## src/rtl/t1e1_tx_pkg.sv

```systemverilog
// Shared definitions of the T1/E1 transmit line coder: timing counts, register
// map and field layout, lookup tables and the carrier structs.
// Assumes a 50 MHz system clock and a 32-bit AXI4-Lite register bus.
package t1e1_tx_pkg;
	// Timing of the line pulse, taken from the system clock.
	localparam int SYS_CLK_MHZ = 50;
	localparam int PULSE_WIDTH_NS = 80;
	localparam int PULSE_CYC = (PULSE_WIDTH_NS * SYS_CLK_MHZ + 999) / 1000;
	localparam logic [2:0] PULSE_LAST = 3'(PULSE_CYC - 1);
	// Bit times without a pulse tolerated before the driver is declared failed.
	localparam logic [7:0] DMO_LIMIT = 8'h80;
	// Slots of the substitution patterns.
	localparam logic [2:0] SLOT_FIRST = 3'h0;
	localparam logic [2:0] SLOT_NEXT = 3'h1;
	localparam logic [2:0] SLOT_V1 = 3'h3;
	localparam logic [2:0] SLOT_B1 = 3'h4;
	localparam logic [2:0] SLOT_V2 = 3'h6;
	localparam logic [2:0] SLOT_B2 = 3'h7;
	localparam logic [2:0] HDB3_LAST = 3'h3;
	localparam logic [2:0] B8ZS_LAST = 3'h7;
	// Register byte offsets.
	localparam logic [4:0] ADDR_CTRL0 = 5'h00;
	localparam logic [4:0] ADDR_CTRL1 = 5'h04;
	localparam logic [4:0] ADDR_IRQ_EN = 5'h08;
	localparam logic [4:0] ADDR_STATUS = 5'h0c;
	localparam logic [4:0] ADDR_IRQ_STAT = 5'h10;
	// Field positions.
	localparam int C0_CODE = 5;
	localparam int C0_SRAIL = 6;
	localparam int C0_EDGE = 7;
	localparam int C1_RXRES = 2;
	localparam int C1_RX_TERM_INTERNAL_SEL = 7;
	localparam int ST_DMO = 0;
	localparam int ST_E1 = 1;
	localparam int ST_GAIN = 2;
	localparam int ST_ARB = 3;
	localparam int IRQ_DMO = 0;
	// Reset values.
	localparam logic [7:0] CTRL0_RST = 8'h48;
	localparam logic [7:0] CTRL1_RST = 8'h00;
	localparam logic [1:0] RESP_OKAY = 2'h0;
	localparam logic [1:0] RESP_SLVERR = 2'h2;
	// Equalizer and build-out code ranges of the T1 settings.
	localparam logic [4:0] EQ_T1_SH_FIRST = 5'h08;
	localparam logic [4:0] EQ_T1_SH_ARB = 5'h0d;
	localparam logic [4:0] EQ_T1_GM_FIRST = 5'h0e;
	localparam logic [4:0] EQ_T1_GM_ARB = 5'h13;
	// Internal receive resistor in ohms, indexed by {resistor code, impedance code}.
	localparam logic [9:0] RINT_OHMS [16] = '{10'h064, 10'h06e, 10'h04b, 10'h078,
		10'h0ac, 10'h0cc, 10'h06c, 10'h0f0, 10'h0c0, 10'h0e8, 10'h074, 10'h118,
		10'h12c, 10'h19c, 10'h096, 10'h258};
	// Assumed external resistor in ohms, indexed by resistor code; zero means none.
	localparam logic [9:0] REXT_OHMS [4] = '{10'h000, 10'h0f0, 10'h0d2, 10'h096};

	typedef enum logic [1:0] {SYM_SPACE, SYM_B, SYM_V} sym_t;

	// Static strap and control pins used in hardware control.
	typedef struct packed {
		logic host_mode;
		logic single_rail;
		logic edge_sel;
		logic rx_term_internal_sel;
		logic [1:0] term_impedance_sel;
		logic [1:0] rx_ext_resistor_sel;
		logic [4:0] equalizer_buildout_code;
	} hw_pins_t;

	// Decoded operating mode and pulse shape.
	typedef struct packed {
		logic valid;
		logic e1;
		logic gain;
		logic arb;
		logic cable_120;
		logic [2:0] line_build_out;
	} mode_t;
endpackage

```

## src/rtl/t1e1_tx_line_coder.sv

```systemverilog
// Transmit line coder with driver failure monitor, equalizer code decode and
// receive termination select, with an AXI4-Lite register slave.
// Assumes the transmit clock and all pins are asynchronous to i_sys_clk and
// that the transmit clock runs well below a quarter of the system clock.
//
// Decided for this implementation: the register addresses and the AXI4-Lite slave port.
`timescale 1ns/10ps

module t1e1_tx_line_coder (
	input wire logic i_sys_clk,
	input wire logic i_nrst,
	input wire logic i_awvalid,
	output logic o_awready,
	input wire logic [4:0] i_awaddr,
	input wire logic i_wvalid,
	output logic o_wready,
	input wire logic [31:0] i_wdata,
	input wire logic [3:0] i_wstrb,
	output logic o_bvalid,
	input wire logic i_bready,
	output logic [1:0] o_bresp,
	input wire logic i_arvalid,
	output logic o_arready,
	input wire logic [4:0] i_araddr,
	output logic o_rvalid,
	input wire logic i_rready,
	output logic [31:0] o_rdata,
	output logic [1:0] o_rresp,
	input wire logic i_tx_clock_in,
	input wire logic i_pos_rail_tx_data_in,
	input wire logic i_neg_rail_or_code_select_pin,
	input wire t1e1_tx_pkg::hw_pins_t i_hw_pins,
	output logic o_tx_line_out_a,
	output logic o_tx_line_out_b,
	output logic o_driver_fail_flag,
	output logic o_driver_fail_irq,
	output t1e1_tx_pkg::mode_t o_mode,
	output logic o_rx_term_internal,
	output logic [9:0] o_rx_term_int_ohms,
	output logic [9:0] o_rx_ext_ohms
);
	import t1e1_tx_pkg::*;

	hw_pins_t pins_s1_q, pins_s2_q;
	logic [2:0] line_s1_q, line_s2_q;
	logic clk_s3_q;
	logic [7:0] ctrl0_q, ctrl1_q;
	logic irq_en_q, irq_stat_q, dmo_prev_q;
	logic aw_full_q, w_full_q;
	logic [4:0] aw_addr_q;
	logic [7:0] w_data_q;
	logic w_strb_q;
	logic [7:0] sr_q;
	logic sub_q, kind_q, even_q, last_pol_q, par_q;
	logic [2:0] idx_q, pcnt_q;
	logic [7:0] dmo_cnt_q;
	logic host, single, code_ami, edge_sel, ev, start, hdb_now, zero_run, mark, pol;
	logic [4:0] eqc;
	logic [32:0] wr_lookup, rd_lookup;
	sym_t sym;
	mode_t mode;

	// Decodes the five-bit equalizer and build-out code.
	function automatic mode_t eq_decode(input logic [4:0] c);
		mode_t m;
		m = '0;
		m.e1 = c[4] & c[3];
		if (m.e1) begin
			m.valid = c[2];
			m.gain = c[1];
			m.cable_120 = c[0];
		end else if (c >= EQ_T1_SH_FIRST && c <= EQ_T1_SH_ARB) begin
			m.valid = 1'b1;
			m.arb = (c == EQ_T1_SH_ARB);
			m.line_build_out = 3'(c - EQ_T1_SH_FIRST);
		end else if (c >= EQ_T1_GM_FIRST && c <= EQ_T1_GM_ARB) begin
			m.valid = 1'b1;
			m.gain = 1'b1;
			m.arb = (c == EQ_T1_GM_ARB);
			m.line_build_out = 3'(c - EQ_T1_GM_FIRST);
		end
		return m;
	endfunction

	// Symbol of a substitution pattern at a given slot.
	function automatic sym_t sub_sym(input logic is_hdb, input logic even, input logic [2:0] k);
		if (is_hdb) begin
			if (k == SLOT_V1)
				return SYM_V;
			return (k == SLOT_FIRST && even) ? SYM_B : SYM_SPACE;
		end
		if (k == SLOT_V1 || k == SLOT_V2)
			return SYM_V;
		return (k == SLOT_B1 || k == SLOT_B2) ? SYM_B : SYM_SPACE;
	endfunction

	// Register word that a read at the given offset returns.
	function automatic logic [32:0] rd_word(input logic [4:0] a);
		case (a)
			ADDR_CTRL0: rd_word = {1'b1, 24'h0, ctrl0_q};
			ADDR_CTRL1: rd_word = {1'b1, 24'h0, ctrl1_q};
			ADDR_IRQ_EN: rd_word = {1'b1, 31'h0, irq_en_q};
			ADDR_STATUS: rd_word = {1'b1, 28'h0, o_mode.arb, o_mode.gain, o_mode.e1, o_driver_fail_flag};
			ADDR_IRQ_STAT: rd_word = {1'b1, 31'h0, irq_stat_q};
			default: rd_word = {1'b0, 32'h0};
		endcase
	endfunction

	////////////////////////////////////////////////////////////////////////////////
	// Two-stage synchronisers for every pin; the clock gets a third stage for edges.
	always_ff @(posedge i_sys_clk) begin
		if (!i_nrst) begin
			pins_s1_q <= '0;
			pins_s2_q <= '0;
			line_s1_q <= 3'h0;
			line_s2_q <= 3'h0;
			clk_s3_q <= 1'b0;
		end else begin
			pins_s1_q <= i_hw_pins;
			pins_s2_q <= pins_s1_q;
			line_s1_q <= {i_tx_clock_in, i_pos_rail_tx_data_in, i_neg_rail_or_code_select_pin};
			line_s2_q <= line_s1_q;
			clk_s3_q <= line_s2_q[2];
		end
	end

	// Effective configuration: host registers or hardware pins.
	assign host = pins_s2_q.host_mode;
	assign single = host ? ctrl0_q[C0_SRAIL] : pins_s2_q.single_rail;
	assign code_ami = host ? ctrl0_q[C0_CODE] : line_s2_q[0];
	assign edge_sel = host ? ctrl0_q[C0_EDGE] : pins_s2_q.edge_sel;
	assign eqc = host ? ctrl0_q[4:0] : pins_s2_q.equalizer_buildout_code;
	assign mode = eq_decode(eqc);
	assign hdb_now = mode.e1;

	// Bit event on the selected transmit clock edge.
	assign ev = edge_sel ? (line_s2_q[2] & ~clk_s3_q) : (~line_s2_q[2] & clk_s3_q);

	////////////////////////////////////////////////////////////////////////////////
	// Symbol choice for the bit leaving the eight-bit look-ahead line.
	assign zero_run = hdb_now ? (sr_q[7:4] == 4'h0) : (sr_q == 8'h00);
	assign start = single && !code_ami && !sub_q && zero_run;
	always_comb begin
		sym = SYM_SPACE;
		mark = 1'b0;
		pol = 1'b0;
		if (!single) begin
			mark = line_s2_q[1] | line_s2_q[0];
			pol = line_s2_q[1];
		end else begin
			if (start)
				sym = sub_sym(hdb_now, ~par_q, SLOT_FIRST);
			else if (sub_q)
				sym = sub_sym(kind_q, even_q, idx_q);
			else
				sym = sr_q[7] ? SYM_B : SYM_SPACE;
			mark = (sym != SYM_SPACE);
			pol = (sym == SYM_V) ? last_pol_q : ~last_pol_q;
		end
	end

	// Look-ahead line and substitution sequencer.
	always_ff @(posedge i_sys_clk) begin
		if (!i_nrst) begin
			sr_q <= 8'hff;
			sub_q <= 1'b0;
			idx_q <= SLOT_FIRST;
			kind_q <= 1'b0;
			even_q <= 1'b0;
		end else begin
			if (ev)
				sr_q <= {sr_q[6:0], line_s2_q[1]};
			if (!single) begin
				sub_q <= 1'b0;
			end else if (ev && start) begin
				sub_q <= 1'b1;
				idx_q <= SLOT_NEXT;
				kind_q <= hdb_now;
				even_q <= ~par_q;
			end else if (ev && sub_q) begin
				idx_q <= idx_q + 3'h1;
				if (idx_q == (kind_q ? HDB3_LAST : B8ZS_LAST))
					sub_q <= 1'b0;
			end
		end
	end

	// Polarity of the last mark and parity of marks since the last violation.
	always_ff @(posedge i_sys_clk) begin
		if (!i_nrst) begin
			last_pol_q <= 1'b0;
			par_q <= 1'b0;
		end else if (ev && mark && single) begin
			last_pol_q <= pol;
			par_q <= (sym == SYM_V) ? 1'b0 : ~par_q;
		end
	end

	// Pulse shaper: fixed width counted on the system clock.
	always_ff @(posedge i_sys_clk) begin
		if (!i_nrst) begin
			o_tx_line_out_a <= 1'b0;
			o_tx_line_out_b <= 1'b0;
			pcnt_q <= 3'h0;
		end else if (ev && mark) begin
			o_tx_line_out_a <= pol;
			o_tx_line_out_b <= ~pol;
			pcnt_q <= PULSE_LAST;
		end else if (pcnt_q != 3'h0) begin
			pcnt_q <= pcnt_q - 3'h1;
		end else begin
			o_tx_line_out_a <= 1'b0;
			o_tx_line_out_b <= 1'b0;
		end
	end

	////////////////////////////////////////////////////////////////////////////////
	// Driver failure monitor over the bit times of the line output.
	always_ff @(posedge i_sys_clk) begin
		if (!i_nrst) begin
			dmo_cnt_q <= 8'h00;
			o_driver_fail_flag <= 1'b0;
		end else if (ev && mark) begin
			dmo_cnt_q <= 8'h00;
			o_driver_fail_flag <= 1'b0;
		end else if (ev) begin
			if (dmo_cnt_q == DMO_LIMIT)
				o_driver_fail_flag <= 1'b1;
			else
				dmo_cnt_q <= dmo_cnt_q + 8'h01;
		end
	end

	// Interrupt in host mode on any change of the failure flag; a new event beats the clear.
	always_ff @(posedge i_sys_clk) begin
		if (!i_nrst) begin
			dmo_prev_q <= 1'b0;
			irq_stat_q <= 1'b0;
		end else begin
			dmo_prev_q <= o_driver_fail_flag;
			if (host && irq_en_q && (dmo_prev_q != o_driver_fail_flag))
				irq_stat_q <= 1'b1;
			else if (aw_full_q && w_full_q && !o_bvalid && aw_addr_q == ADDR_IRQ_STAT && w_strb_q
				&& w_data_q[IRQ_DMO])
				irq_stat_q <= 1'b0;
		end
	end
	assign o_driver_fail_irq = irq_stat_q;

	// Mode and termination outputs.
	always_ff @(posedge i_sys_clk) begin
		if (!i_nrst) begin
			o_mode <= '0;
			o_rx_term_internal <= 1'b0;
			o_rx_term_int_ohms <= 10'h000;
			o_rx_ext_ohms <= 10'h000;
		end else begin
			o_mode <= mode;
			if (host ? ctrl1_q[C1_RX_TERM_INTERNAL_SEL] : pins_s2_q.rx_term_internal_sel) begin
				o_rx_term_internal <= 1'b1;
				o_rx_term_int_ohms <= host ? RINT_OHMS[ctrl1_q[3:0]]
					: RINT_OHMS[{pins_s2_q.rx_ext_resistor_sel, pins_s2_q.term_impedance_sel}];
				o_rx_ext_ohms <= host ? REXT_OHMS[ctrl1_q[C1_RXRES +: 2]]
					: REXT_OHMS[pins_s2_q.rx_ext_resistor_sel];
			end else begin
				o_rx_term_internal <= 1'b0;
				o_rx_term_int_ohms <= 10'h000;
				o_rx_ext_ohms <= 10'h000;
			end
		end
	end

	////////////////////////////////////////////////////////////////////////////////
	// AXI4-Lite write: address and data held apart, committed together.
	assign o_awready = ~aw_full_q;
	assign o_wready = ~w_full_q;
	// Decode of the held write address and of the offered read address; bit 32 marks a mapped offset.
	assign wr_lookup = rd_word(aw_addr_q);
	assign rd_lookup = rd_word(i_araddr);
	always_ff @(posedge i_sys_clk) begin
		if (!i_nrst) begin
			aw_full_q <= 1'b0;
			w_full_q <= 1'b0;
			aw_addr_q <= 5'h00;
			w_data_q <= 8'h00;
			w_strb_q <= 1'b0;
			o_bvalid <= 1'b0;
			o_bresp <= RESP_OKAY;
		end else begin
			if (i_awvalid && !aw_full_q) begin
				aw_full_q <= 1'b1;
				aw_addr_q <= i_awaddr;
			end
			if (i_wvalid && !w_full_q) begin
				w_full_q <= 1'b1;
				w_data_q <= i_wdata[7:0];
				w_strb_q <= i_wstrb[0];
			end
			if (aw_full_q && w_full_q && !o_bvalid) begin
				aw_full_q <= 1'b0;
				w_full_q <= 1'b0;
				o_bvalid <= 1'b1;
				o_bresp <= wr_lookup[32] ? RESP_OKAY : RESP_SLVERR;
			end else if (o_bvalid && i_bready) begin
				o_bvalid <= 1'b0;
			end
		end
	end

	// Control registers written by software.
	always_ff @(posedge i_sys_clk) begin
		if (!i_nrst) begin
			ctrl0_q <= CTRL0_RST;
			ctrl1_q <= CTRL1_RST;
			irq_en_q <= 1'b0;
		end else if (aw_full_q && w_full_q && !o_bvalid && w_strb_q) begin
			case (aw_addr_q)
				ADDR_CTRL0: ctrl0_q <= w_data_q;
				ADDR_CTRL1: ctrl1_q <= w_data_q;
				ADDR_IRQ_EN: irq_en_q <= w_data_q[IRQ_DMO];
				default: ;
			endcase
		end
	end

	// AXI4-Lite read channel.
	assign o_arready = ~o_rvalid;
	always_ff @(posedge i_sys_clk) begin
		if (!i_nrst) begin
			o_rvalid <= 1'b0;
			o_rdata <= 32'h0;
			o_rresp <= RESP_OKAY;
		end else if (i_arvalid && !o_rvalid) begin
			o_rvalid <= 1'b1;
			o_rdata <= rd_lookup[31:0];
			o_rresp <= rd_lookup[32] ? RESP_OKAY : RESP_SLVERR;
		end else if (o_rvalid && i_rready) begin
			o_rvalid <= 1'b0;
		end
	end
endmodule // t1e1_tx_line_coder

```

## config.mk

```make
export PLATFORM = sky130hd
export DESIGN_NAME = t1e1_tx_line_coder
export DESIGN_NICKNAME = d
export VERILOG_FILES = /design/src/rtl/t1e1_tx_pkg.sv /design/src/rtl/t1e1_tx_line_coder.sv
export SDC_FILE = /design/constraint.sdc
export NUM_CORES = 1
export LEC_CHECK = 0
export ABC_CLOCK_PERIOD_IN_PS = 3100
export BUFFER_PORTS_ARGS = -buffer_cell sky130_fd_sc_hd__clkbuf_2
export CAP_MARGIN = 15
export CORE_MARGIN = 10
export CORE_UTILIZATION = 48
export DETAILED_ROUTE_END_ITERATION = 7
export GPL_ROUTABILITY_DRIVEN = 0
export PLACE_DENSITY = 0.72
export SKIP_CTS_REPAIR_TIMING = 1
export SYNTH_ARGS = -nofsm -noshare
export SYNTH_HDL_FRONTEND = slang
export SYNTH_SLANG_ARGS = --single-unit
```

## constraint.sdc

```tcl
create_clock -name i_sys_clk -period 3.1 [get_ports i_sys_clk]
set_clock_uncertainty 0.1 [all_clocks]
set_input_delay 0.31 -clock i_sys_clk [delete_from_list [all_inputs] [get_ports i_sys_clk]]
set_output_delay 0.31 -clock i_sys_clk [all_outputs]
set_load 0.02 [all_outputs]
```

== Word level (Yosys, flattened, before mapping) ==
Memory sizes are Yosys's and may differ from the RTL's.
Index checks and enable logic that the tools add are counted.
Storage, ports and cells
  latch bits: 0
  output and inout port bits: 74
  memories: 2
  memory bits (read-only): 320
  register bits after elaboration: 165
  word-level logic and storage cells: 252
  RAM bits: 0
Operators by class
  reductions and logical operators: 58
  bitwise logic cells: 18
  divide/modulo/power cells: 0
  magnitude comparators: 8
  $mul: 0
  shift-type cells: 0
  muxes and demuxes: 87
  equal/unequal tests: 20
  add/subtract/negate cells: 5
Memories
  (no name shown): words 16, width 10, read ports 1, clocked after Yosys merged registers in 0, wr ports 0, RTL line t1e1_tx_line_coder.sv:262  | : RINT_OHMS[{pins_s2_q.rx_ext_resistor_sel, pins_s2_q.term_impedance_sel}];
  (no name shown): words 16, width 10, read ports 1, clocked after Yosys merged registers in 0, wr ports 0, RTL line t1e1_tx_line_coder.sv:261  | o_rx_term_int_ohms <= host ? RINT_OHMS[ctrl1_q[3:0]]
Operator list (count)
  $pmux W33 S5: 2
  $mux W10: 10
  $mux W1: 50
  $bmux W10 S2: 2
  $mux W2: 17
  $eq A5 B4 Y1 const B: 5
  $logic_and A1 B1 Y1: 23
  $reduce_and A2 Y1: 11
  $eq A5 B5 Y1 const B: 3
  $mux W3: 5
  $reduce_bool A2 Y1: 7
  $eq A5 B3 Y1 const B: 2
  $ge A5 B4 Y1 const B: 2
  $ge A5 B5 Y1 const B: 2
  $logic_not A5 Y1: 2
  $not A1 Y1: 10
  $not A4 Y5: 2
  $eq A3 B3 Y1 const B: 3
  $add A8 B1 Y8 const B: 1
  $eq A8 B8 Y1 const B: 1
  $logic_not A8 Y1: 1
  $ge A3 B3 Y1 const B: 2
  $logic_not A1 Y1: 6
  $not A2 Y3: 2
  18 further kinds: 25

== Logic depth before layout (Yosys ltp) ==
Gate-level depths: netlist (run 1).
  depth in word-level cells: 21
  depth in mapped cells: 10
  mapped depth without buffers: 8

== Least setup slack after synthesis (run 1) ==
Ideal clock, no wire load.
  path type: reg-to-reg
  from: register pins_s2_q (netlist bit host)
  to: register o_mode[2] in the netlist's numbering
  stages on the path, launching flop included: 10
  setup time: 70 ps
  data arrival time: 2174 ps
  period minus slack after synthesis: 2344 ps
  required time: 2930 ps
  path slack: 756 ps
  cells stage by stage: dfxtp_1 > buf_2 > buf_2 > mux2i_1 > ha_1 > inv_1 > o21ba_2 > o21a_1 > or3_1 > a21oi_1
On the way
  word-level cells in the longest chain between the ends: 5
  elaborated cells on any way between the ends: 13
  those cells by class: add/sub (2); order compare (4); mux (3); bitwise (1); reduce/logical (3)
Ends and longest elaborated chain
  from (decl): RTL line t1e1_tx_line_coder.sv:44  | hw_pins_t pins_s1_q, pins_s2_q;
  from (signal assigned): RTL line t1e1_tx_line_coder.sv:120  | pins_s2_q <= pins_s1_q;
  $mux W5 (*): RTL line t1e1_tx_line_coder.sv:132  | assign eqc = host ? ctrl0_q[4:0] : pins_s2_q.equalizer_buildout_code;
  $ge A5 B4 Y1 / $le A5 B5 Y1 (equally long branches): RTL line t1e1_tx_line_coder.sv:76  | end else if (c >= EQ_T1_GM_FIRST && c <= EQ_T1_GM_ARB) begin
  $logic_and A1 B1 Y1: RTL line t1e1_tx_line_coder.sv:76
  $mux W3: RTL line t1e1_tx_line_coder.sv:76
  $mux W3: RTL line t1e1_tx_line_coder.sv:72  | end else if (c >= EQ_T1_SH_FIRST && c <= EQ_T1_SH_ARB) begin
  to (signal assigned): RTL line t1e1_tx_line_coder.sv:258  | o_mode <= mode;
  to (decl): RTL line t1e1_tx_line_coder.sv:37  | output t1e1_tx_pkg::mode_t o_mode,
Mark *: on every way between the ends. The rest lies on a longest branch, timed or not.
A chain may end at the register's enable or synchronous reset.

== Worst setup path in the final report (run 1) ==
Same ends and word-level chain as after synthesis.

==> results.ini, run 1 <==
[cells_and_area]
postLayoutCoreUtil_pct=57.6
fin_area_sq_mm=0.00730
final_nets=871
n_antenna_cell=0
areaGrowthSynthToFinish_pct=17.5
nFillCells=1126
drive_gt1_share_pct=18.3

[die]
rows=41
die_area_sq_mm=0.0179
core_area_sq_mm=0.0127
die_w_microns=134
die_y_microns=134
start_util_pct=49.0
boundaryPins=143

[route]
vias=4837
first_iter_violations=364
drc=0
drt_wl_total_microns=13800
ant_nets=0
wl_per_cell_microns=14.5
drt-pass1-iter-count=5
vias_per_cell=5.06

[synth]
ys_top_cells_by_area=dfxtp_1, mux2i_1, ha_1
yosys_register_bits=134
synth_area_sq_mm=0.00621
seq_area_frac_synth_pct=43.2
ys.flop_type=dfxtp_1
synth_edf_count=0
synth_cells=692
post_synth_num_cell_types=57
synthArstFlopShare_pct=0
synth_largest_area_cell=dfxtp_1
syn_area_per_cell_sq_um=8.98
yosysTopAreaCellShare_pct=43.2
yosysWarnings=0

[global_routing]
use_met3_pct=5.56
grt_pass1_wl_microns=23300
busiest_layer=met2
grt_overflow=0
grt_pass1_vias=4789
antenna_found_initial=0
grt_max_degree=52
grtUsageTotal_pct=15.8
met1_usage_pct=18.4
grt_use_met2_pct=26.1

[timing]
timing.setup.tns_ns=0
max_slew.worst_pin.slew_ns=0.915
max_freq_ghz=0.388
grt_setup_unrepaired=no
setup_viol=0
hold_viol=0
finalCritPeriodShare_pct=83.0
drv_slew=0
max_slew_margin_pct=38.7
min_period_ns=2.57

[cts]
cts_tree=yes
root_buffer=clkbuf_16
cts.path.max_buffers=2
cts.sinks=134
clock_latency_ns=0.42
path_clk_slew_ns=0.06
cts_buffers=17
htreeDepth=4

[critical_path]
r2r_end=o_mode[2]$_SDFF_PP0_
crit-reg2reg-launch=host$_SDFF_PN0_
crit_required_ns=3.34
r2r_setup_slack_ns=0.53
path_class=reg -> reg
end_kind=flip-flop
crit_path_max_fanout=41
cp_data_arrival_time_ns=2.82
critical_path.startpoint_type=flip-flop
rr_worst_depth=6

[pwr]
leakage_nw=3.04
irDropWorstVdd_mv=0.347
power_density_mw_per_mm2=583

[placement]
place_hpwl_microns=10200
port_buffers=85
placed_area_sq_mm=0.00663

[outcome]
status=finished clean

[worst_hold_path]
hold_class=in -> reg
hold_path_depth=2
hold_end=pins_s1_q[11]$_SDFF_PN0_
min_from=i_hw_pins[11]

[flow_run]
max_cap_violations=0

-- per-stage QoR --
stage	setup WS [ns]	cells	hold WS (ns)	power, mW
final	0.526	955	0.00237	4.25
after floorplan	0.756	721	0.312	2.16
after detailed placement	0.573	918	0.318	2.22
after CTS	0.546	950	-0.0172	4.28
after global placement	0.625	918	0.320	2.21
after global routing	0.336	955	0.00568	4.42
-- registers in the layout (all words and copies together) (netlist names), 5 cells and up --
name	cells
o_rx_ext_ohms	5
ctrl0_q	8
o_rdata	8
ctrl1_q	8
o_mode	8
pins_s2_q	12
w_data_q	8
pins_s1_q	13
o_rx_term_int_ohms	10
aw_addr_q	5
dmo_cnt_q	8
sr_q	8
-- cells in the final DEF (no fill, tap or decap), types with 5 or more instances in the layout --
| cell | n |
|---|---|
| o21ai_0 | 17 |
| buf_4 | 7 |
| conb_1 | 30 |
| a211oi_1 | 11 |
| mux2_2 | 8 |
| clkbuf_2 | 85 |
| nor2_1 | 64 |
| o211ai_1 | 8 |
| dfxtp_1 | 134 |
| nand2b_1 | 10 |
| nand2_1 | 66 |
| a21oi_1 | 44 |
| mux2i_1 | 49 |
| nand3_1 | 18 |
| nand4_1 | 6 |
| or3_1 | 7 |
| and2_1 | 35 |
| ha_1 | 32 |
| a31oi_1 | 6 |
| dlygate4sd3_1 | 5 |
| inv_1 | 30 |
| xor2_1 | 9 |
| clkbuf_16 | 17 |
-- area by class of cell --
cell class	count	area [sq um]	share of cell area (%)
multi-input cells	487	3130	43.0
clock inverters	14	174	2.38
well taps	172	215	2.95
inverters	33	124	1.70
repair buffers	97	528	7.24
flip-flops and latches	134	2680	36.8
clock buffers	18	439	6.02
-- kinds of logic (layout without fill, tap and decap cells) --
group / after synthesis / in the layout / synth area share [%]
AOI/OAI and AO/OA: 113 / 113 / 11.6
xor gates and xnor gates: 12 / 12 / 1.69
adders and majority gates: 32 / 32 / 6.45
buffers and inverters: 100 / 162 / 8.10
DFF: 134 / 134 / 43.2
muxes: 58 / 58 / 9.57
other: 1 / 30 / 0.0604
and+or+nand+nor: 242 / 242 / 19.4
-- power breakdown --
| part | switching (mW) | internal, mW |
|---|---|---|
| combinational | 0.227 | 0.140 |
| clock | 0.761 | 1.29 |
| sequential | 0.0444 | 1.79 |
| total | 1.03 | 3.22 |
-- cells in the mapped netlist, types with 7 or more instances --
cell	n
o211ai_1	8
nand3_1	18
a21oi_1	44
clkbuf_1	28
a211oi_1	11
ha_1	32
inv_1	30
o21ai_0	17
xor2_1	9
and2_1	35
or3_1	7
mux2_2	8
nand2b_1	10
buf_4	32
dfxtp_1	134
nand2_1	66
mux2i_1	49
nor2_1	64
-- worst max path at each step --
stage,from,end,slack [ns],cells after the start
final,host$_SDFF_PN0_,o_mode[2]$_SDFF_PP0_,0.53,6
after global routing,host$_SDFF_PN0_,o_mode[2]$_SDFF_PP0_,0.34,6
after CTS,host$_SDFF_PN0_,o_mode[2]$_SDFF_PP0_,0.55,6
after detailed placement,host$_SDFF_PN0_,o_mode[2]$_SDFF_PP0_,0.57,6
after global placement,host$_SDFF_PN0_,o_mode[2]$_SDFF_PP0_,0.62,6
after floorplan,host$_SDFF_PN0_,o_mode[2]$_SDFF_PP0_,0.76,9
-- metal layers --
| layer | wire length (microns) | vias up |
|---|---|---|
| li1 | - | 2443 |
| met1 | 6030 | 2257 |
| met2 | 6710 | 128 |
| met3 | 947 | 9 |
| met4 | 116 | 0 |
| met5 | 0 | - |
-- worst max-delay path, cell delays in order (launching register included) --
cell     delay [ns]
dfxtp_1        0.64
buf_4          0.47
mux2i_1        0.39
a21oi_1        0.13
o21a_1         0.26
or3_1          0.36
a21oi_1        0.15
No activity file was read; power rests on OpenSTA's default activity.
==> run 2: changes to the inputs <==
Settings changed: ABC_CLOCK_PERIOD_IN_PS 3100 to 2420.
Clock period 3.1 ns to 2.42 ns, I/O delays scaled along.
==> run 2 against run 1 <==
Compared with the run above: the flow now finishes with violations (negative hold slack); via count increased by 1.7%; largest cell class unchanged; design area rose by 4.1%; non-clock buffer count rose by 31.
==> results.ini, run 2 (same netlist as run 1, synthesis figures left out) <==
[outcome]
status=complete, but fails checks
failed_checks=negative hold slack

[placement]
place_ws_ns=0.0256  ; -0.547 ns
place_hpwl_microns=10200  ; +0.71%
port_buffers=85  ; unchanged
placedCellCount=926  ; +0.87%

[cts]
clock_latency_ns=0.41  ; about the same
htreeDepth=4  ; unchanged
root_buffer=clkbuf_16
cts.path.max_buffers=2  ; unchanged
cts_buffers=17  ; unchanged
path_clk_slew_ns=0.06  ; about the same
cts.sinks=134  ; unchanged
cts_tree=yes

[die]
die_y_microns=134  ; unchanged
die_w_microns=134  ; unchanged
boundaryPins=143  ; unchanged
core_area_sq_mm=0.0127  ; unchanged
rows=41  ; unchanged
die_area_sq_mm=0.0179  ; unchanged
start_util_pct=49.0  ; unchanged

[pwr]
power_mw=5.33  ; +25%
switchingPower_mw=1.24  ; +20%
leakage_nw=3.16  ; +4.1%
p_sw_share_pct=23.3  ; -1.0 points
p_int_mw=4.09  ; +27%
power_density_mw_per_mm2=702  ; +20%
p_clk_share_pct=46.4  ; -1.9 points
share_seq_of_total_power_pct=44.0  ; +0.9 points
irDropWorstVdd_mv=0.479  ; +38%
p_comb_share_pct=9.6  ; +1.0 points

[global_routing]
grtUsageTotal_pct=15.7  ; -0.090 points
grt_max_degree=56  ; +7.7%
grt_pass1_wl_microns=23500  ; +0.89%
antenna_found_initial=0  ; unchanged
grt_overflow=0  ; unchanged
grt_pass1_vias=4898  ; +2.3%

[cells_and_area]
postLayoutCoreUtil_pct=59.9  ; +2.4 points
mostFrequentLayoutCells=dfxtp_1, clkbuf_2, nand2_1
drive_gt1_share_pct=18.8  ; +0.53 points
largest_reg_flops=13  ; unchanged
areaGrowthSynthToFinish_pct=22.3
final_nets=902  ; +3.6%
n_antenna_cell=0  ; unchanged
regMostFlops=pins_s1_q
top_regs=pins_s1_q x13, pins_s2_q x12, o_rx_term_int_ohms x10
layout_commonest_cell=dfxtp_1
stdcell_count=986  ; +3.2%

[route]
drt-pass1-iter-count=4  ; -1
drt_wl_total_microns=14100  ; +2.4%
ant_nets=0  ; unchanged
drc=0  ; unchanged
wl_per_cell_microns=14.3  ; -0.83%
vias_per_cell=4.99  ; -1.5%
first_iter_violations=320  ; -12%
vias=4919  ; +1.7%

[timing]
min_period_ns=2.29  ; -0.286 ns
hold_ws_ns=-0.0220  ; -0.0244 ns
setup_viol=0  ; unchanged
finalCritPeriodShare_pct=94.6  ; +12 points
max_slew.worst_pin.slew_ns=0.693  ; -0.222 ns
fin_ws_ns=0.132  ; -0.394 ns
hold_viol=4  ; +4
max_freq_ghz=0.437  ; +12%
max_slew_margin_pct=53.7  ; +15 points
timing.setup.tns_ns=0  ; unchanged
drv_slew=0  ; unchanged

[worst_hold_path]
hold_end=aw_addr_q[1]$_SDFFE_PN0P_
hold_class=in -> reg
min_from=i_awaddr[1]
hold_path_depth=3  ; +1

[critical_path]
cp_num_buf_inv=1  ; unchanged
critPathSlowestCell=dfxtp_1
crit-reg2reg-launch=idx_q[0]$_SDFFE_PN0P_
end_kind=flip-flop
crit_path_max_fanout=5  ; -88%
path_delay_family=compound AO/OA/AOI/OAI gates
critical_path.startpoint_type=flip-flop
path_cells=inv_1, ha_1, mux2_2, o211ai_1, o2111a_2, a21oi_2, o221a_2
path_class=reg -> reg
r2r_setup_slack_ns=0.13  ; -0.39 ns
cp_data_arrival_time_ns=2.49  ; -0.33 ns
rr_worst_depth=7  ; +1
slowest_delay_ns=0.43  ; -0.21 ns
crit_required_ns=2.62  ; -0.72 ns
r2r_end=par_q$_SDFFE_PN0P_

[flow_run]
max_cap_violations=0  ; unchanged

==> run 2: worst register-to-register path: stages, from the launching register on <==
cell and delay (ns):
dfxtp_1 0.43, inv_1 0.09, ha_1 0.21, mux2_2 0.27, o211ai_1 0.34, o2111a_2 0.37
a21oi_2 0.09, o221a_2 0.27
==> run 2: how the worst max path moves through the flow <==
| stage | from | end | slack [ns] | depth (start not counted) |
|---|---|---|---|---|
| 6_report | idx_q[0]$_SDFFE_PN0P_ | par_q$_SDFFE_PN0P_ | 0.13 | 7 |
| 5_1_grt | idx_q[0]$_SDFFE_PN0P_ | dmo_cnt_q[7]$_SDFFE_PP0P_ | -0.006 | 8 |
| 4_1_cts | idx_q[0]$_SDFFE_PN0P_ | dmo_cnt_q[7]$_SDFFE_PP0P_ | 0.01 | 8 |
| 3_5_place_dp | idx_q[1]$_SDFFE_PN0P_ | dmo_cnt_q[7]$_SDFFE_PP0P_ | 0.03 | 8 |
| 3_3_place_gp | host$_SDFF_PN0_ | o_mode[2]$_SDFF_PP0_ | 0.12 | 7 |
| 2_1_floorplan | host$_SDFF_PN0_ | o_mode[2]$_SDFF_PP0_ | 0.08 | 9 |
==> run 2: power by group through the flow <==
stage | combinational [mW] | sequential, mW | clock, mW
floorplan | 0.373 | 2.39 | 0
global placement | 0.451 | 2.38 | 0
detailed placement | 0.471 | 2.39 | 0
CTS | 0.475 | 2.34 | 2.52
global route | 0.576 | 2.35 | 2.62
finish | 0.514 | 2.34 | 2.47
==> run 2: area by class of cell <==
| cell class | count | area, sq um |
|---|---|---|
| tap | 172 | 215 |
| clock buffer | 24 | 482 |
| sequential | 134 | 2680 |
| fill | 1115 | 5070 |
| timing repair buffer | 128 | 822 |
| multi-input combinational | 487 | 3170 |
| clock inverter | 8 | 97.6 |
| inverter | 33 | 124 |
==> run 2: metal layers <==
metal	vias up	share of wire [%]	GRT usage (%)
met5	-	0	0
met3	14	5.9	5.64
met4	0	1.2	5.32
met2	110	49	26.4
li1	2509	-	-
met1	2286	44	18.0
==> run 2: stage by stage <==
step           cell area [sq um]  hold slack [ns]
5_1_grt                     7600          0.00354
2_1_floorplan               6320            0.258
3_5_place_dp                6690            0.318
4_1_cts                     7270          -0.0783
3_3_place_gp                6690            0.320
6_report                    7600          -0.0220
==> run 3: changes to the inputs <==
Settings changed: CORE_MARGIN 10 to default, SETUP_SLACK_MARGIN from default to 0.3.
==> run 3 against run 2 <==
Compared with the run above: the run still ends with negative hold slack left; hold slack worse by 0.012 ns; design area up 2.0%; sequential cell count unchanged; wire length down 3.6%; count of clock-buffer cells in the layout down 4; sequential share of layout area down 0.59 points.
==> results.ini, run 3 (same netlist as run 1, synthesis figures left out) <==
[cells_and_area]
n_antenna_cell=0  ; unchanged
top_regs=pins_s1_q x13, pins_s2_q x12, o_rx_term_int_ohms x10
final_nets=910  ; +0.89%
largest_reg_flops=13  ; unchanged
layout_commonest_cell=dfxtp_1
drive_gt1_share_pct=22.7  ; +4.0 points
stdcell_count=994  ; +0.81%
areaGrowthSynthToFinish_pct=24.8
mostFrequentLayoutCells=dfxtp_1, clkbuf_2, nand2_1
regMostFlops=pins_s1_q
nFillCells=1070  ; -4.0%

[pwr]
leakage_nw=3.21  ; +1.5%
share_seq_of_total_power_pct=44.3  ; +0.3 points
p_sw_share_pct=24.8  ; +1.6 points
p_int_mw=3.97  ; -3.0%
p_clk_share_pct=45.5  ; -0.9 points
irDropWorstVdd_mv=0.488  ; +2.0%
power_density_mw_per_mm2=681  ; -3.0%
p_comb_share_pct=10.2  ; +0.6 points
switchingPower_mw=1.31  ; +5.8%

[global_routing]
grt_pass1_wl_microns=21200  ; -9.7%
antenna_found_initial=0  ; unchanged
grt_overflow=0  ; unchanged
grt_max_degree=55  ; -1.8%
grt_pass1_vias=4694  ; -4.2%
grtUsageTotal_pct=20.5  ; +4.8 points

[timing]
finalCritPeriodShare_pct=88.3  ; -6.3 points
timing.setup.tns_ns=0  ; unchanged
min_period_ns=2.14  ; -0.152 ns
max_slew.worst_pin.slew_ns=0.736  ; +0.0430 ns
setup_viol=0  ; unchanged
max_freq_ghz=0.468  ; +7.1%
grt_setup_unrepaired=yes
max_slew_margin_pct=50.9  ; -2.9 points
hold_viol=6  ; +2
drv_slew=0  ; unchanged
hold_ws_ns=-0.0336  ; -0.0115 ns

[placement]
port_buffers=85  ; unchanged
placedCellCount=925  ; -0.11%
place_hpwl_microns=9310  ; -9.1%

[cts]
root_buffer=clkbuf_16
cts.sinks=134  ; unchanged
path_clk_slew_ns=0.06  ; about the same
cts_tree=yes
htreeDepth=4  ; unchanged
cts_buffers=17  ; unchanged
clock_latency_ns=0.42  ; about the same
cts.path.max_buffers=2  ; unchanged

[outcome]
status=complete, but fails checks
failed_checks=negative hold slack

[critical_path]
path_class=reg -> reg
crit_path_max_fanout=5  ; unchanged
rr_worst_depth=8  ; +1
critical_path.startpoint_type=flip-flop
r2r_setup_slack_ns=0.28  ; +0.15 ns
crit-reg2reg-launch=idx_q[0]$_SDFFE_PN0P_
end_kind=flip-flop
cp_data_arrival_time_ns=2.38  ; -0.11 ns
r2r_end=o_tx_line_out_a$_SDFFE_PN0P_
crit_required_ns=2.66  ; +0.04 ns

[route]
drt-pass1-iter-count=5  ; +1
drt_wl_total_microns=13600  ; -3.6%
vias=5073  ; +3.1%
vias_per_cell=5.10  ; +2.3%
wl_per_cell_microns=13.7  ; -4.4%
ant_nets=0  ; unchanged
drc=0  ; unchanged
first_iter_violations=287  ; -10%

[die]
die_w_microns=116  ; -13%
start_util_pct=49.2  ; +0.20 points
boundaryPins=143  ; unchanged
core_area_sq_mm=0.0126  ; -0.40%
die_y_microns=116  ; -13%
rows=41  ; unchanged
die_area_sq_mm=0.0134  ; -25%

[worst_hold_path]
hold_end=w_full_q$_SDFFE_PP0P_
hold_path_depth=3  ; unchanged
min_from=i_wvalid
hold_class=in -> reg

[flow_run]
max_cap_violations=0  ; unchanged

## run 3: final cells by class
class                      instances  area, sq um  area share [%]
inverter                          33          124            1.60
timing repair buffer             136          892            11.5
multi-input combinational        487         3270            42.1
sequential                       134         2690            34.7
clock inverter                    12          104            1.34
tap                              172          215            2.78
clock buffer                      20          457            5.89
## run 3: metrics by stage
| step | power, mW | cell area, sq um | setup WS, ns | util [%] |
|---|---|---|---|---|
| detailed placement | 2.87 | 6710 | 0.175 | 53.2 |
| CTS | 5.27 | 7270 | 0.160 | 57.6 |
| floorplan | 2.76 | 6360 | 0.292 | - |
| global placement | 2.84 | 6710 | 0.252 | 53.2 |
| finish | 5.28 | 7750 | 0.283 | 61.4 |
| global route | 5.48 | 7750 | 0.224 | 61.4 |
## run 3: layer usage
layer	GRT usage (%)	up-vias	routed length (microns)
li1	-	2525	-
met1	24.0	2367	5870
met2	34.9	148	6740
met3	4.86	33	630
met4	10.9	0	379
met5	0	-	0
## run 3: worst max path at each step
stage / from / slack (ns) / cells after the start / end
2_1_floorplan: host$_SDFF_PN0_ / 0.29 / 9 / o_mode[2]$_SDFF_PP0_
3_3_place_gp: idx_q[1]$_SDFFE_PN0P_ / 0.25 / 8 / o_tx_line_out_b$_SDFFE_PN0P_
3_5_place_dp: idx_q[1]$_SDFFE_PN0P_ / 0.18 / 8 / o_tx_line_out_b$_SDFFE_PN0P_
4_1_cts: idx_q[1]$_SDFFE_PN0P_ / 0.16 / 8 / o_tx_line_out_b$_SDFFE_PN0P_
5_1_grt: idx_q[0]$_SDFFE_PN0P_ / 0.22 / 8 / o_tx_line_out_a$_SDFFE_PN0P_
6_report: idx_q[0]$_SDFFE_PN0P_ / 0.28 / 8 / o_tx_line_out_a$_SDFFE_PN0P_
## run 3: worst max-delay path: stages (launching register included)
cell	delay [ns]
dfxtp_4	0.37
ha_4	0.18
ha_4	0.13
or3b_4	0.37
o31a_1	0.12
o2111a_2	0.31
buf_4	0.15
a21o_1	0.17
a211oi_2	0.17
## run 3: power by group through the flow
stage | logic [mW] | registers (mW) | clock network (mW)
6_report | 0.541 | 2.34 | 2.40
5_1_grt | 0.593 | 2.35 | 2.54
4_1_cts | 0.485 | 2.34 | 2.44
3_5_place_dp | 0.480 | 2.39 | 0
3_3_place_gp | 0.454 | 2.38 | 0
2_1_floorplan | 0.376 | 2.39 | 0
